<file path="src/verilog/dams_pkg.sv">
// shared constants for the dual converter mode sequencer
package dams_pkg;

    // special function addresses seen on the core bus
    localparam logic [7:0] DAMS_MODE_ADDR = 8'hd1;
    localparam logic [7:0] DAMS_MAIN_CFG_ADDR = 8'hd2;
    localparam logic [7:0] DAMS_SIDE_CFG_ADDR = 8'hd3;

    // mode register value after reset and its field positions
    localparam logic [7:0] DAMS_MODE_RESET = 8'h00;
    localparam int DAMS_MAIN_EN_BIT = 5;
    localparam int DAMS_SIDE_EN_BIT = 4;
    localparam int DAMS_MODE_LSB = 0;
    localparam int DAMS_MODE_W = 3;

    // operating mode field codes
    localparam logic [2:0] DAMS_MD_PWRDN = 3'h0;
    localparam logic [2:0] DAMS_MD_IDLE = 3'h1;
    localparam logic [2:0] DAMS_MD_SINGLE = 3'h2;
    localparam logic [2:0] DAMS_MD_CONT = 3'h3;
    localparam logic [2:0] DAMS_MD_INT_ZERO = 3'h4;
    localparam logic [2:0] DAMS_MD_INT_FULL = 3'h5;
    localparam logic [2:0] DAMS_MD_SYS_ZERO = 3'h6;
    localparam logic [2:0] DAMS_MD_SYS_FULL = 3'h7;

    // input routing codes driven to the analog multiplexer
    localparam logic [1:0] DAMS_ROUTE_CHAN = 2'h0;
    localparam logic [1:0] DAMS_ROUTE_SHORT = 2'h1;
    localparam logic [1:0] DAMS_ROUTE_REF = 2'h2;

    // side channel code that selects the temperature sensor
    localparam logic [1:0] DAMS_SIDE_TEMP_CH = 2'h2;

    // main outputs a side converter may wait for after its own reset
    localparam logic [1:0] DAMS_ALIGN_OUTPUTS = 2'h3;

endpackage

</file>
<file path="src/verilog/dams_mode_seq.sv">
// mode register and sequencing for the main and side converters
//
// Overview of operation
// (RQ1) 8-bit mode register at D1H, reset 00H
// (RQ2) bit 5 enables main converter, else down
// (RQ3) bit 4 enables side converter, else down
// (RQ4) bits 2..0 select one of eight modes
// (RQ5) idle holds filter, modulator reset, clocks run
// (RQ6) single conversion updates results, returns to 000
// (RQ7) continuous mode updates results at decimation rate
// (RQ8) internal zero-scale routes internal short to inputs
// (RQ9) internal full-scale routes selected reference to inputs
// (RQ10) outside applies system calibration input to channels
// (RQ11) any mode field write resets both converters
// (RQ12) main config write or main enable resets both; a config write resets only while main is enabled
// (RQ13) side config write or enable resets side only; an enable comes by mode write, which resets both
// (RQ14) side aligns to main, up to three outputs
// (RQ15) calibration write clears both ready flags, starts
// (RQ16) calibration end writes coefficients, flags, mode 000
// (RQ17) side calibration on temperature sensor fails, flags error
// (RQ18) calibrations run at maximum decimation ratio
// (RQ19) set ready flag blocks further result writes
// (RQ20) calibration done set at end, cleared by write
// (RQ21) disabled converter ignores mode, stays powered down
`timescale 1ns/1ps

module dams_mode_seq
(
    // clock and reset
    input wire logic clock,
    input wire logic rst_b,
    // special function register bus
    input wire logic [7:0] sfr_addr,
    input wire logic [7:0] sfr_wdata,
    input wire logic sfr_wr,
    input wire logic sfr_rd,
    output logic [7:0] sfr_rdata,
    // configuration bits held in the converter config registers
    input wire logic main_ref_select,
    input wire logic side_ref_select,
    input wire logic [1:0] side_channel_select,
    // filter completion and software clears of the ready flags
    input wire logic main_filter_done,
    input wire logic side_filter_done,
    input wire logic main_ready_clr,
    input wire logic side_ready_clr,
    // main converter control
    output logic main_pwr_down,
    output logic main_mod_reset,
    output logic main_filt_reset,
    output logic main_mod_clk_en,
    output logic [1:0] main_input_route,
    output logic main_ref_ext,
    // side converter control
    output logic side_pwr_down,
    output logic side_mod_reset,
    output logic side_filt_reset,
    output logic side_mod_clk_en,
    output logic [1:0] side_input_route,
    output logic side_ref_ext,
    // shared filter control
    output logic decim_force_max,
    // write strobes for result and coefficient registers
    output logic main_result_we,
    output logic main_cal_we,
    output logic side_result_we,
    output logic side_cal_we,
    // status flags
    output logic main_result_ready,
    output logic side_result_ready,
    output logic side_error_flag,
    output logic cal_done
);
    import dams_pkg::*;

    // true for the four calibration codes
    function automatic logic dams_is_cal(input logic [2:0] md);
        dams_is_cal = md[2];
    endfunction

    // true for modes that run the converter and produce outputs
    function automatic logic dams_runs(input logic [2:0] md);
        dams_runs = (md == DAMS_MD_SINGLE) | (md == DAMS_MD_CONT)
            | dams_is_cal(md);
    endfunction

    // route for a given mode field value
    function automatic logic [1:0] dams_route(input logic [2:0] md);
        if (md == DAMS_MD_INT_ZERO)
            dams_route = DAMS_ROUTE_SHORT;
        else if (md == DAMS_MD_INT_FULL)
            dams_route = DAMS_ROUTE_REF;
        else
            dams_route = DAMS_ROUTE_CHAN;
    endfunction

    // mode register state
    logic main_en_q;
    logic side_en_q;
    logic [2:0] op_mode_field_q;
    logic [2:0] op_mode_field_d;
    logic main_en_d;
    logic side_en_d;

    // run bookkeeping
    logic main_got_q;
    logic side_got_q;
    logic cal_done_q;
    logic cal_done_d;
    logic [1:0] align_q;
    logic [1:0] align_d;

    // registered control outputs
    logic main_pwr_down_q;
    logic main_mod_reset_q;
    logic main_filt_reset_q;
    logic main_mod_clk_en_q;
    logic [1:0] main_route_q;
    logic main_ref_ext_q;
    logic side_pwr_down_q;
    logic side_mod_reset_q;
    logic side_filt_reset_q;
    logic side_mod_clk_en_q;
    logic [1:0] side_route_q;
    logic side_ref_ext_q;
    logic decim_max_q;
    logic [7:0] rdata_q;

    // bus decode
    logic mode_wr;
    logic main_cfg_wr;
    logic side_cfg_wr;
    logic mode_rd;
    assign mode_wr = sfr_wr & (sfr_addr == DAMS_MODE_ADDR); // [RQ1]
    assign main_cfg_wr = sfr_wr & (sfr_addr == DAMS_MAIN_CFG_ADDR);
    assign side_cfg_wr = sfr_wr & (sfr_addr == DAMS_SIDE_CFG_ADDR);
    assign mode_rd = sfr_rd & (sfr_addr == DAMS_MODE_ADDR);

    // reset requests; main changes take priority and hit both converters
    logic main_en_rise;
    logic side_en_rise;
    logic rst_both;
    logic rst_side;
    assign main_en_rise = mode_wr & sfr_wdata[DAMS_MAIN_EN_BIT] & ~main_en_q;
    assign side_en_rise = mode_wr & sfr_wdata[DAMS_SIDE_EN_BIT] & ~side_en_q;
    assign rst_both = mode_wr // [RQ11]
        | (main_cfg_wr & main_en_q) | main_en_rise; // [RQ12]
    assign rst_side = rst_both | side_cfg_wr | side_en_rise; // [RQ13]

    // per converter activity; a disabled converter ignores the mode
    logic main_active;
    logic side_active;
    logic run_cal;
    logic side_cal_fail;
    assign main_active = main_en_q & dams_runs(op_mode_field_q) // [RQ2]
        & ~rst_both; // [RQ21]
    assign side_active = side_en_q & dams_runs(op_mode_field_q) // [RQ3]
        & ~rst_side; // [RQ21]
    assign run_cal = dams_is_cal(op_mode_field_q);
    assign side_cal_fail = (side_channel_select == DAMS_SIDE_TEMP_CH); // [RQ17]

    // side waits for main outputs after a reset that spared the main
    logic side_hold;
    logic main_running;
    assign main_running = main_en_q & dams_runs(op_mode_field_q);
    assign side_hold = (align_q != 2'h0);

    // a mode write that starts work clears ready, error and cal done
    logic start_wr;
    assign start_wr = mode_wr
        & dams_runs(sfr_wdata[DAMS_MODE_LSB +: DAMS_MODE_W]);

    logic main_accept;
    logic side_accept;

    // main converter flag and strobe control
    dams_conv_chan u_main
    (
        .clock(clock),
        .rst_b(rst_b),
        .active(main_active),
        .is_cal(run_cal),
        .cal_fail(1'b0),
        .hold_off(1'b0),
        .mode_clr(start_wr), // [RQ15]
        .done_in(main_filter_done),
        .ready_clr(main_ready_clr),
        .ready_q(main_result_ready),
        .err_q(),
        .result_we_q(main_result_we),
        .cal_we_q(main_cal_we),
        .accept_q(main_accept)
    );

    // side converter flag and strobe control
    dams_conv_chan u_side
    (
        .clock(clock),
        .rst_b(rst_b),
        .active(side_active),
        .is_cal(run_cal),
        .cal_fail(side_cal_fail),
        .hold_off(side_hold), // [RQ14]
        .mode_clr(start_wr), // [RQ15]
        .done_in(side_filter_done),
        .ready_clr(side_ready_clr),
        .ready_q(side_result_ready),
        .err_q(side_error_flag),
        .result_we_q(side_result_we),
        .cal_we_q(side_cal_we),
        .accept_q(side_accept)
    );

    // run completes once every enabled converter has given its output;
    // accept pulses lag one cycle, so a fresh mode write always masks them
    logic main_fin;
    logic side_fin;
    logic oneshot;
    logic run_end;
    assign main_fin = ~main_en_q | main_got_q | main_accept;
    assign side_fin = ~side_en_q | side_got_q | side_accept;
    assign oneshot = (op_mode_field_q == DAMS_MD_SINGLE) | run_cal;
    assign run_end = oneshot & (main_en_q | side_en_q)
        & main_fin & side_fin & ~mode_wr;

    // next mode value: software write wins, else hardware return to 000
    always_comb
    begin
        main_en_d = main_en_q;
        side_en_d = side_en_q;
        op_mode_field_d = op_mode_field_q;
        if (mode_wr)
        begin
            main_en_d = sfr_wdata[DAMS_MAIN_EN_BIT]; // [RQ2]
            side_en_d = sfr_wdata[DAMS_SIDE_EN_BIT]; // [RQ3]
            op_mode_field_d = sfr_wdata[DAMS_MODE_LSB +: DAMS_MODE_W]; // [RQ4]
        end
        else if (run_end)
            op_mode_field_d = DAMS_MD_PWRDN; // [RQ6] [RQ16]
    end

    // calibration done: set at calibration end wins over a clear
    assign cal_done_d = (run_end & run_cal) // [RQ20]
        | (cal_done_q & ~start_wr);

    // alignment count: loaded on a side-only reset with main running
    always_comb
    begin
        align_d = align_q;
        if (rst_both)
            align_d = 2'h0;
        else if (rst_side && main_running)
            align_d = DAMS_ALIGN_OUTPUTS; // [RQ14]
        else if (side_hold && main_filter_done)
            align_d = align_q - 2'h1;
    end

    // mode register and run bookkeeping
    always_ff @(posedge clock)
    begin
        if (!rst_b)
        begin
            main_en_q <= DAMS_MODE_RESET[DAMS_MAIN_EN_BIT]; // [RQ1]
            side_en_q <= DAMS_MODE_RESET[DAMS_SIDE_EN_BIT];
            op_mode_field_q <= DAMS_MODE_RESET[DAMS_MODE_LSB +: DAMS_MODE_W];
            main_got_q <= 1'b0;
            side_got_q <= 1'b0;
            cal_done_q <= 1'b0;
            align_q <= 2'h0;
        end
        else
        begin
            main_en_q <= main_en_d;
            side_en_q <= side_en_d;
            op_mode_field_q <= op_mode_field_d;
            main_got_q <= ~rst_both & ~run_end & (main_got_q | main_accept);
            side_got_q <= ~rst_side & ~run_end & (side_got_q | side_accept);
            cal_done_q <= cal_done_d;
            align_q <= align_d;
        end
    end

    // converter control next values
    logic main_on;
    logic side_on;
    logic idle_md;
    assign main_on = main_en_d & (op_mode_field_d != DAMS_MD_PWRDN);
    assign side_on = side_en_d & (op_mode_field_d != DAMS_MD_PWRDN);
    assign idle_md = (op_mode_field_d == DAMS_MD_IDLE);

    // a disabled converter keeps its inputs on the channel pins
    logic [2:0] main_md;
    logic [2:0] side_md;
    assign main_md = op_mode_field_d & {3{main_on}}; // [RQ21]
    assign side_md = op_mode_field_d & {3{side_on}}; // [RQ21]

    // converter control registers; idle keeps clocks while in reset
    always_ff @(posedge clock)
    begin
        if (!rst_b)
        begin
            main_pwr_down_q <= 1'b1;
            main_mod_reset_q <= 1'b1;
            main_filt_reset_q <= 1'b1;
            main_mod_clk_en_q <= 1'b0;
            main_route_q <= DAMS_ROUTE_CHAN;
            main_ref_ext_q <= 1'b0;
            side_pwr_down_q <= 1'b1;
            side_mod_reset_q <= 1'b1;
            side_filt_reset_q <= 1'b1;
            side_mod_clk_en_q <= 1'b0;
            side_route_q <= DAMS_ROUTE_CHAN;
            side_ref_ext_q <= 1'b0;
            decim_max_q <= 1'b0;
        end
        else
        begin
            main_pwr_down_q <= ~main_on; // [RQ2] [RQ21]
            main_mod_reset_q <= ~main_on | idle_md | rst_both; // [RQ5]
            main_filt_reset_q <= ~main_on | idle_md | rst_both; // [RQ5]
            main_mod_clk_en_q <= main_on; // [RQ5]
            main_route_q <= dams_route(main_md); // [RQ8] [RQ9]
            main_ref_ext_q <= main_ref_select; // [RQ9]
            side_pwr_down_q <= ~side_on; // [RQ3] [RQ21]
            side_mod_reset_q <= ~side_on | idle_md | rst_side; // [RQ5]
            side_filt_reset_q <= ~side_on | idle_md | rst_side; // [RQ5]
            side_mod_clk_en_q <= side_on; // [RQ5]
            side_route_q <= dams_route(side_md); // [RQ8] [RQ9]
            side_ref_ext_q <= side_ref_select; // [RQ9]
            decim_max_q <= dams_is_cal(op_mode_field_d); // [RQ18]
        end
    end

    // read port: reserved bits 7, 6 and 3 read as zero
    always_ff @(posedge clock)
    begin
        if (!rst_b)
            rdata_q <= 8'h00;
        else if (mode_rd)
            rdata_q <= {2'h0, main_en_q, side_en_q, 1'b0,
                op_mode_field_q}; // [RQ1]
        else
            rdata_q <= 8'h00;
    end

    // outputs straight from flops
    assign sfr_rdata = rdata_q;
    assign main_pwr_down = main_pwr_down_q;
    assign main_mod_reset = main_mod_reset_q;
    assign main_filt_reset = main_filt_reset_q;
    assign main_mod_clk_en = main_mod_clk_en_q;
    assign main_input_route = main_route_q;
    assign main_ref_ext = main_ref_ext_q;
    assign side_pwr_down = side_pwr_down_q;
    assign side_mod_reset = side_mod_reset_q;
    assign side_filt_reset = side_filt_reset_q;
    assign side_mod_clk_en = side_mod_clk_en_q;
    assign side_input_route = side_route_q;
    assign side_ref_ext = side_ref_ext_q;
    assign decim_force_max = decim_max_q;
    assign cal_done = cal_done_q;

endmodule // dams_mode_seq

</file>
<file path="src/verilog/dams_conv_chan.sv">
// per-converter ready, error and result write control
`timescale 1ns/1ps

module dams_conv_chan
(
    // clock and reset
    input wire logic clock,
    input wire logic rst_b,
    // sequencer view
    input wire logic active,
    input wire logic is_cal,
    input wire logic cal_fail,
    input wire logic hold_off,
    input wire logic mode_clr,
    // filter and software
    input wire logic done_in,
    input wire logic ready_clr,
    // flags and strobes
    output logic ready_q,
    output logic err_q,
    output logic result_we_q,
    output logic cal_we_q,
    output logic accept_q
);

    logic accept;
    logic ready_d;
    logic err_d;

    // a result is taken only while ready is low and alignment is over
    assign accept = active & done_in & ~ready_q & ~hold_off; // [RQ19] [RQ21]
    // set wins over a clear that lands in the same cycle
    assign ready_d = accept | (ready_q & ~ready_clr & ~mode_clr); // [RQ15]
    assign err_d = (accept & is_cal & cal_fail) | (err_q & ~mode_clr); // [RQ17]

    // flags and one-cycle write strobes
    always_ff @(posedge clock)
    begin
        if (!rst_b)
        begin
            ready_q <= 1'b0;
            err_q <= 1'b0;
            result_we_q <= 1'b0;
            cal_we_q <= 1'b0;
            accept_q <= 1'b0;
        end
        else
        begin
            ready_q <= ready_d;
            err_q <= err_d;
            result_we_q <= accept & ~is_cal; // [RQ6] [RQ7]
            cal_we_q <= accept & is_cal & ~cal_fail; // [RQ16] [RQ17]
            accept_q <= accept;
        end
    end

endmodule // dams_conv_chan

</file>
<file path="config.mk">
export PLATFORM = sky130hd
export DESIGN_NAME = dams_mode_seq
export DESIGN_NICKNAME = d
export VERILOG_FILES = /design/src/verilog/dams_pkg.sv /design/src/verilog/dams_mode_seq.sv /design/src/verilog/dams_conv_chan.sv
export SDC_FILE = /design/constraint.sdc
export NUM_CORES = 1
export LEC_CHECK = 0
export ABC_AREA = 1
export BUFFER_PORTS_ARGS = -buffer_cell sky130_fd_sc_hd__clkbuf_2
export CORE_UTILIZATION = 44
export DETAILED_ROUTE_END_ITERATION = 7
export PLACE_DENSITY = 0.78
export SLEW_MARGIN = 40
export SYNTH_ARGS = -nofsm -noshare
export SYNTH_HDL_FRONTEND = slang
export SYNTH_SLANG_ARGS = --single-unit
</file>
<file path="constraint.sdc">
create_clock -name clock -period 2.1 [get_ports clock]
set_input_delay 0.315 -clock clock [delete_from_list [all_inputs] [get_ports clock]]
set_output_delay 0.315 -clock clock [all_outputs]
set_load 0.02 [all_outputs]
</file>
* Yosys cells after proc, flatten, opt, wreduce, memory -nomap -nowiden *
Index checks and enable logic that the tools add are counted.

storage, ports and cells
  word-level logic and storage cells = 149
  register bits after elaboration = 40
  bits in read-only memories = 0
  memories = 0
  memory bits (writable) = 0
  bits of input ports = 28
  output and inout bits = 31
  latch bits = 0

cells by class
  divide/modulo/power cells = 0
  equality and inequality tests = 13
  magnitude comparators = 0
  bitwise logic cells = 85
  add/sub/neg operators = 1
  reductions and logical operators = 9
  shift-type cells = 0
  mux-type cells = 10
  multipliers = 0

operators with widths
  kind                                                 number
  AND 1 bit                                            42
  equality test 8 bit, second input constant           3
  OR 1 bit                                             24
  inverter 1 bit                                       17
  equality test 3 x 2 -> 1 bit, second input constant  4
  equality test 3 bit, second input constant           4
  2-to-1 mux 2 bit                                     4
  AND 3 bit                                            2
  2-to-1 mux 3 bit                                     2
  OR reduction 2 bit                                   3
  2-to-1 mux 1 bit                                     4
  nonzero test 2 bit                                   2
  equality test 3 x 1 -> 1 bit, second input constant  1
  nonzero test 3 bit                                   1
  equality test 2 bit, second input constant           1
  logical AND 1 bit                                    2
  AND reduction 2 bit                                  1
  subtractor 2 x 1 -> 2 bit, second input constant     1

* Longest topological paths before layout *
  word-level depth = 15
  mapped depth = 11
  mapped depth without buffers = 10

* Cells and area by module *
Synthesis repeated with hierarchy kept, for this count alone.

unflattened totals
  cells, all modules = 203
  area total of the unflattened synthesis = 1581.5 sq um

by module, submodules not included
  module          times used  cells an instance  sequential area each (sq um)  area an instance (sq um)
  dams_mode_seq   1           155                540.5                         1213.7
  dams_conv_chan  2           24                 100.1                         183.9

* Worst setup path before layout *
OpenSTA, ideal clock, no wires.

  path kind = reg2reg
  from = register op_mode_field_q[2]
  to = register side_mod_clk_en_q, in the netlist side_mod_clk_en
  buffers on the path = 1
  setup slack = 0.742 ns
  arrival time = 1.236 ns
  data required time = 1.978 ns
  stages on the path, launching flop included = 9
  period minus slack after synthesis = 1.358 ns
  library setup time = 0.122 ns
  cell sequence = dfxtp_1 buf_4 inv_1 a21oi_1 nand2_1 nand3_1 o21ai_2 nor2_4 a21oi_1

on the way
  cells in the longest elaborated chain, start to end = 10

RTL lines
  element                       line                  text
  start, declared               dams_mode_seq.sv:100  logic [2:0] op_mode_field_q;
  start signal, assigned        dams_mode_seq.sv:265  op_mode_field_q <= DAMS_MODE_RESET[DAMS_MODE_LSB +: DAMS_MODE_W];
  start signal, assigned        dams_mode_seq.sv:275  op_mode_field_q <= op_mode_field_d;
  equality test 3 x 2 -> 1 bit  dams_mode_seq.sv:222  assign oneshot = (op_mode_field_q == DAMS_MD_SINGLE) | run_cal;
  OR 1 bit                      dams_mode_seq.sv:222
  AND 1 bit                     dams_mode_seq.sv:223  assign run_end = oneshot & (main_en_q | side_en_q)
  AND 1 bit (3 in a row)        dams_mode_seq.sv:224  & main_fin & side_fin & ~mode_wr;
  2-to-1 mux 3 bit *            dams_mode_seq.sv:238  else if (run_end)
  2-to-1 mux 3 bit *            dams_mode_seq.sv:232  if (mode_wr)
  nonzero test 3 bit *          dams_mode_seq.sv:288  assign side_on = side_en_d & (op_mode_field_d != DAMS_MD_PWRDN);
  AND 1 bit *                   dams_mode_seq.sv:288
  end signal, assigned          dams_mode_seq.sv:327  side_mod_clk_en_q <= side_on;
  end, declared                 dams_mode_seq.sv:123  logic side_mod_clk_en_q;

Mark *: on every way between the ends. The rest lies on a longest branch, timed or not.
A chain may end at the register's enable or synchronous reset.

* Worst setup path after layout *
  from = register main_en_q
  to = register u_side.ready_q

on the way
  cells in the longest elaborated chain, start to end = 11
  elaborated cells on any way between the ends = 13
  those cells by class = bitwise (13)

RTL lines
  element                                             line                                        text
  start, declared                                     dams_mode_seq.sv:98                         logic main_en_q;
  start signal, assigned                              dams_mode_seq.sv:263                        main_en_q <= DAMS_MODE_RESET[DAMS_MAIN_EN_BIT];
  start signal, assigned                              dams_mode_seq.sv:273                        main_en_q <= main_en_d;
  AND 1 bit / inverter 1 bit (equally long branches)  dams_mode_seq.sv:147, dams_mode_seq.sv:144
  OR 1 bit / AND 1 bit (equally long branches)        dams_mode_seq.sv:147, dams_mode_seq.sv:144
  OR 1 bit *                                          dams_mode_seq.sv:147                        | (main_cfg_wr & main_en_q) | main_en_rise;
  OR 1 bit * (2 in a row)                             dams_mode_seq.sv:148                        assign rst_side = rst_both | side_cfg_wr | side_en_rise;
  inverter 1 bit *                                    dams_mode_seq.sv:158                        & ~rst_side;
  AND 1 bit *                                         dams_mode_seq.sv:158
  AND 1 bit * (3 in a row)                            dams_conv_chan.sv:31                        assign accept = active & done_in & ~ready_q & ~hold_off;
  OR 1 bit *                                          dams_conv_chan.sv:33                        assign ready_d = accept | (ready_q & ~ready_clr & ~mode_clr);
  end signal, assigned                                dams_conv_chan.sv:49                        ready_q <= ready_d;
  end, declared                                       dams_conv_chan.sv:19                        output logic ready_q,

Marked as above.

==> results.sh <==
export IMPL_synth_edf_count=0
export IMPL_dieWidth_um=59.2
export IMPL_p_per_area_mw_per_mm2=674
export IMPL_syn_area_mm2=0.00144
export IMPL_die_height_um=59.2
export IMPL_rrSetupSlack_ps=710
export IMPL_postLayoutCoreUtil_pct=58.2
export IMPL_yosys_register_bits=36
export IMPL_final_setup_worst_slack_ps=713
export IMPL_rsz0062_at_grt="no"
export IMPL_layout_drive_gt1_share_pct=32.5
export IMPL_area_delta_synth_final_pct=24.5
export IMPL_rr_worst_depth=9
export IMPL_post_cts_buffers=0
export IMPL_firstDrtPassIters=4
export IMPL_status="finished clean"
export IMPL_crit_cells=9
export IMPL_pre_cts_ws_ps=437
export IMPL_slowest_stage="dfxtp_1"
export IMPL_crit_top_cell="inv_1"
export IMPL_cts_tree="done"
export IMPL_synthFlopType="dfxtp_1"
export IMPL_synth_top_area_share_pct=50.1
export IMPL_synth_seq_area_share_pct=50.1
export IMPL_root_buffer="clkbuf_4"
export IMPL_syn_avg_cell_area_um2=7.81
export IMPL_cp_num_buf_inv=3
export IMPL_detail_route_wirelength_um=2600
export IMPL_crit_type="reg -> reg"
export IMPL_finalSetupViolations=0
export IMPL_p_switching_mw=0.250
export IMPL_grt_max_degree=12
export IMPL_grtUsageTotal_pct=16.8
export IMPL_skew_ps=3.15
export IMPL_grt_pass1_vias=990
export IMPL_critPathLaunchType="flop"
export IMPL_crit_end="u_side.ready_q"
export IMPL_ant_nets=0
export IMPL_gr_total_overflow=0
export IMPL_fp_dieArea_mm2=0.00350
export IMPL_seqPwrFrac_pct=56.8
export IMPL_power_share_combinational_pct=4.7
export IMPL_diodes=0
export IMPL_synth_top_area_cell="dfxtp_1"
export IMPL_crit_chain="inv_1, nor3_1, nand3_1, nand2_1, inv_1, nand2_1, nor2_1, inv_1, o21ai_0"
export IMPL_fp_coreArea_mm2=0.00308
export IMPL_drc_errors=0
export IMPL_syn_inst=184
export IMPL_leakagePower_nw=0.915
export IMPL_port_buffers=52
export IMPL_cts_buffers=5
export IMPL_cpPeakStageDelay_ps=360
export IMPL_cts_hold_buffers_added=0
export IMPL_io_pins=59
export IMPL_cts_max_level=2
export IMPL_ys_async_sr_fraction_pct=0
export IMPL_finalCriticalPeriod_ps=1390
export IMPL_layout_nets=268
export IMPL_start_util_pct=46.7
export IMPL_yosys_top_cells_area="dfxtp_1, inv_1, nand2_1"
export IMPL_fmax_ghz=0.721
export IMPL_clk_latency_ps=330
export IMPL_cts_sinks=36
export IMPL_row_count=20
export IMPL_antenna_found_initial=0
export IMPL_clk_pin_slew_worst_paths_ps=100
export IMPL_slew_viol_final=0
export IMPL_switching_share_pct=20.7
export IMPL_synth_warnings=0
export IMPL_vias_per_cell=4.29
export IMPL_critPathMaxFanout=4
export IMPL_fin_tns_setup_ps=0
export IMPL_synthTopCellsByCount="dfxtp_1, inv_1, nand2_1"
export IMPL_r2r_start="main_en_q"
export IMPL_crit_required_ps=2320
export IMPL_drtIter0Drc=18
export IMPL_startpoint="main_en_q"
export IMPL_crit_family="simple AND/OR/NAND/NOR gates"
export IMPL_ys_types=25
export IMPL_p_int_mw=0.957
export IMPL_dr_total_vias=1219
export IMPL_gp_congestion=0.814
export IMPL_ir_worst_vdd_mv=0.276
export IMPL_wire_per_inst_um=9.15
export IMPL_hold_viol_final=0
export IMPL_dpl_hpwl_um=2050
export IMPL_clock_power_share_pct=38.6
export IMPL_grt_pass1_wl_um=4150
export IMPL_reg2reg_to="u_side.ready_q"
export IMPL_max_clock_path_buffers=2
export IMPL_drv_cap=0
export IMPL_crit_arrival_ps=1610
export IMPL_crit_path_end_kind="flop"
export IMPL_hp_class="in -> reg"
export IMPL_cts_repair_resized=0
export IMPL_finalCritPeriodShare_pct=66.0
==> power groups by stage <==
stage / registers, mW / clock network [mW] / logic [mW]
6_report: 0.685 / 0.465 / 0.0562
5_1_grt: 0.686 / 0.511 / 0.0629
4_1_cts: 0.685 / 0.479 / 0.0566
3_5_place_dp: 0.701 / 0 / 0.0563
3_3_place_gp: 0.701 / 0 / 0.0557
2_1_floorplan: 0.704 / 0 / 0.0292
==> metal layers <==
metal | track usage (%) | part of all wire [%] | up-vias
met5 | 0 | 0 | -
met1 | 20.4 | 48 | 514
met4 | 11.2 | 2.3 | 0
li1 | - | - | 654
met3 | 4.59 | 5.4 | 5
met2 | 26.0 | 45 | 46
==> state kept, by name (all words and copies together) (netlist names), 2 cells and up <==
register          cells
sfr_rdata             5
op_mode_field_q       3
align_q               2
main_input_route      2
side_input_route      2
==> worst reg2reg max path, cell delays in order (launching register included) <==
cell and delay, ps:
dfxtp_1 360, inv_1 100, nor3_1 180, nand3_1 90, nand2_1 80, inv_1 60, nand2_1 140, nor2_1 70
inv_1 110, o21ai_0 90
==> metrics by stage <==
step / power [mW] / area [um2] / hold slack (ps) / cells
after global placement: 0.756 / 1710 / 452 / 276
after detailed placement: 0.757 / 1710 / 458 / 276
after CTS: 1.22 / 1790 / 146 / 284
final: 1.21 / 1790 / 159 / 284
after floorplan: 0.733 / 1450 / 413 / 186
after global routing: 1.26 / 1790 / 132 / 284
==> area by class of cell <==
class | count | area (um2)
Clock buffer | 6 | 41.3
Clock inverter | 2 | 35.0
Fill cell | 309 | 1290
Inverter | 39 | 146
Multi-Input combinational cell | 103 | 517
Sequential cell | 36 | 721
Tap cell | 44 | 55.1
Timing Repair Buffer | 54 | 275
==> cell families (layout without fill, tap and decap cells) <==
logic type	count (synthesis)	count (layout)	synth area share (%)
simple gates	84	84	27.4
buf+inv	47	101	14.4
flops	36	36	50.1
compound gates	14	14	6.27
fa+ha+maj	1	1	0.870
other cells	1	3	0.261
xor+xnor	1	1	0.609
==> worst min-delay path by stage <==
| stage | startpoint | end | cells past startpoint |
|---|---|---|---|
| final | main_ref_select | main_ref_ext | 3 |
| after global routing | main_ref_select | main_ref_ext | 3 |
| after CTS | main_ref_select | main_ref_ext | 3 |
| after detailed placement | op_mode_field_q[0] | sfr_rdata[0] | 2 |
| after global placement | cal_done | cal_done | 2 |
| after floorplan | main_ref_select | main_ref_ext | 2 |
==> layout by cell type (no fill, tap or decap) <==
master and count:
dfxtp_1 36, nand4_1 3, clkbuf_1 1, clkbuf_2 52
clkbuf_4 5, nand3b_1 1, buf_4 2, nor2_4 3
nand3_2 2, a21oi_1 7, o21ai_0 2, bufinv_16 1
nor2_2 2, inv_2 3, nor3_1 4, o211ai_2 1
nand2_2 3, nor2_1 28, conb_1 3, o211ai_1 2
nand3_1 6, o21ai_2 2, inv_1 36, nand2_4 1
xor2_1 1, nand2_1 31, ha_1 1, clkinv_2 1
Power figures use the tool's default switching activity.
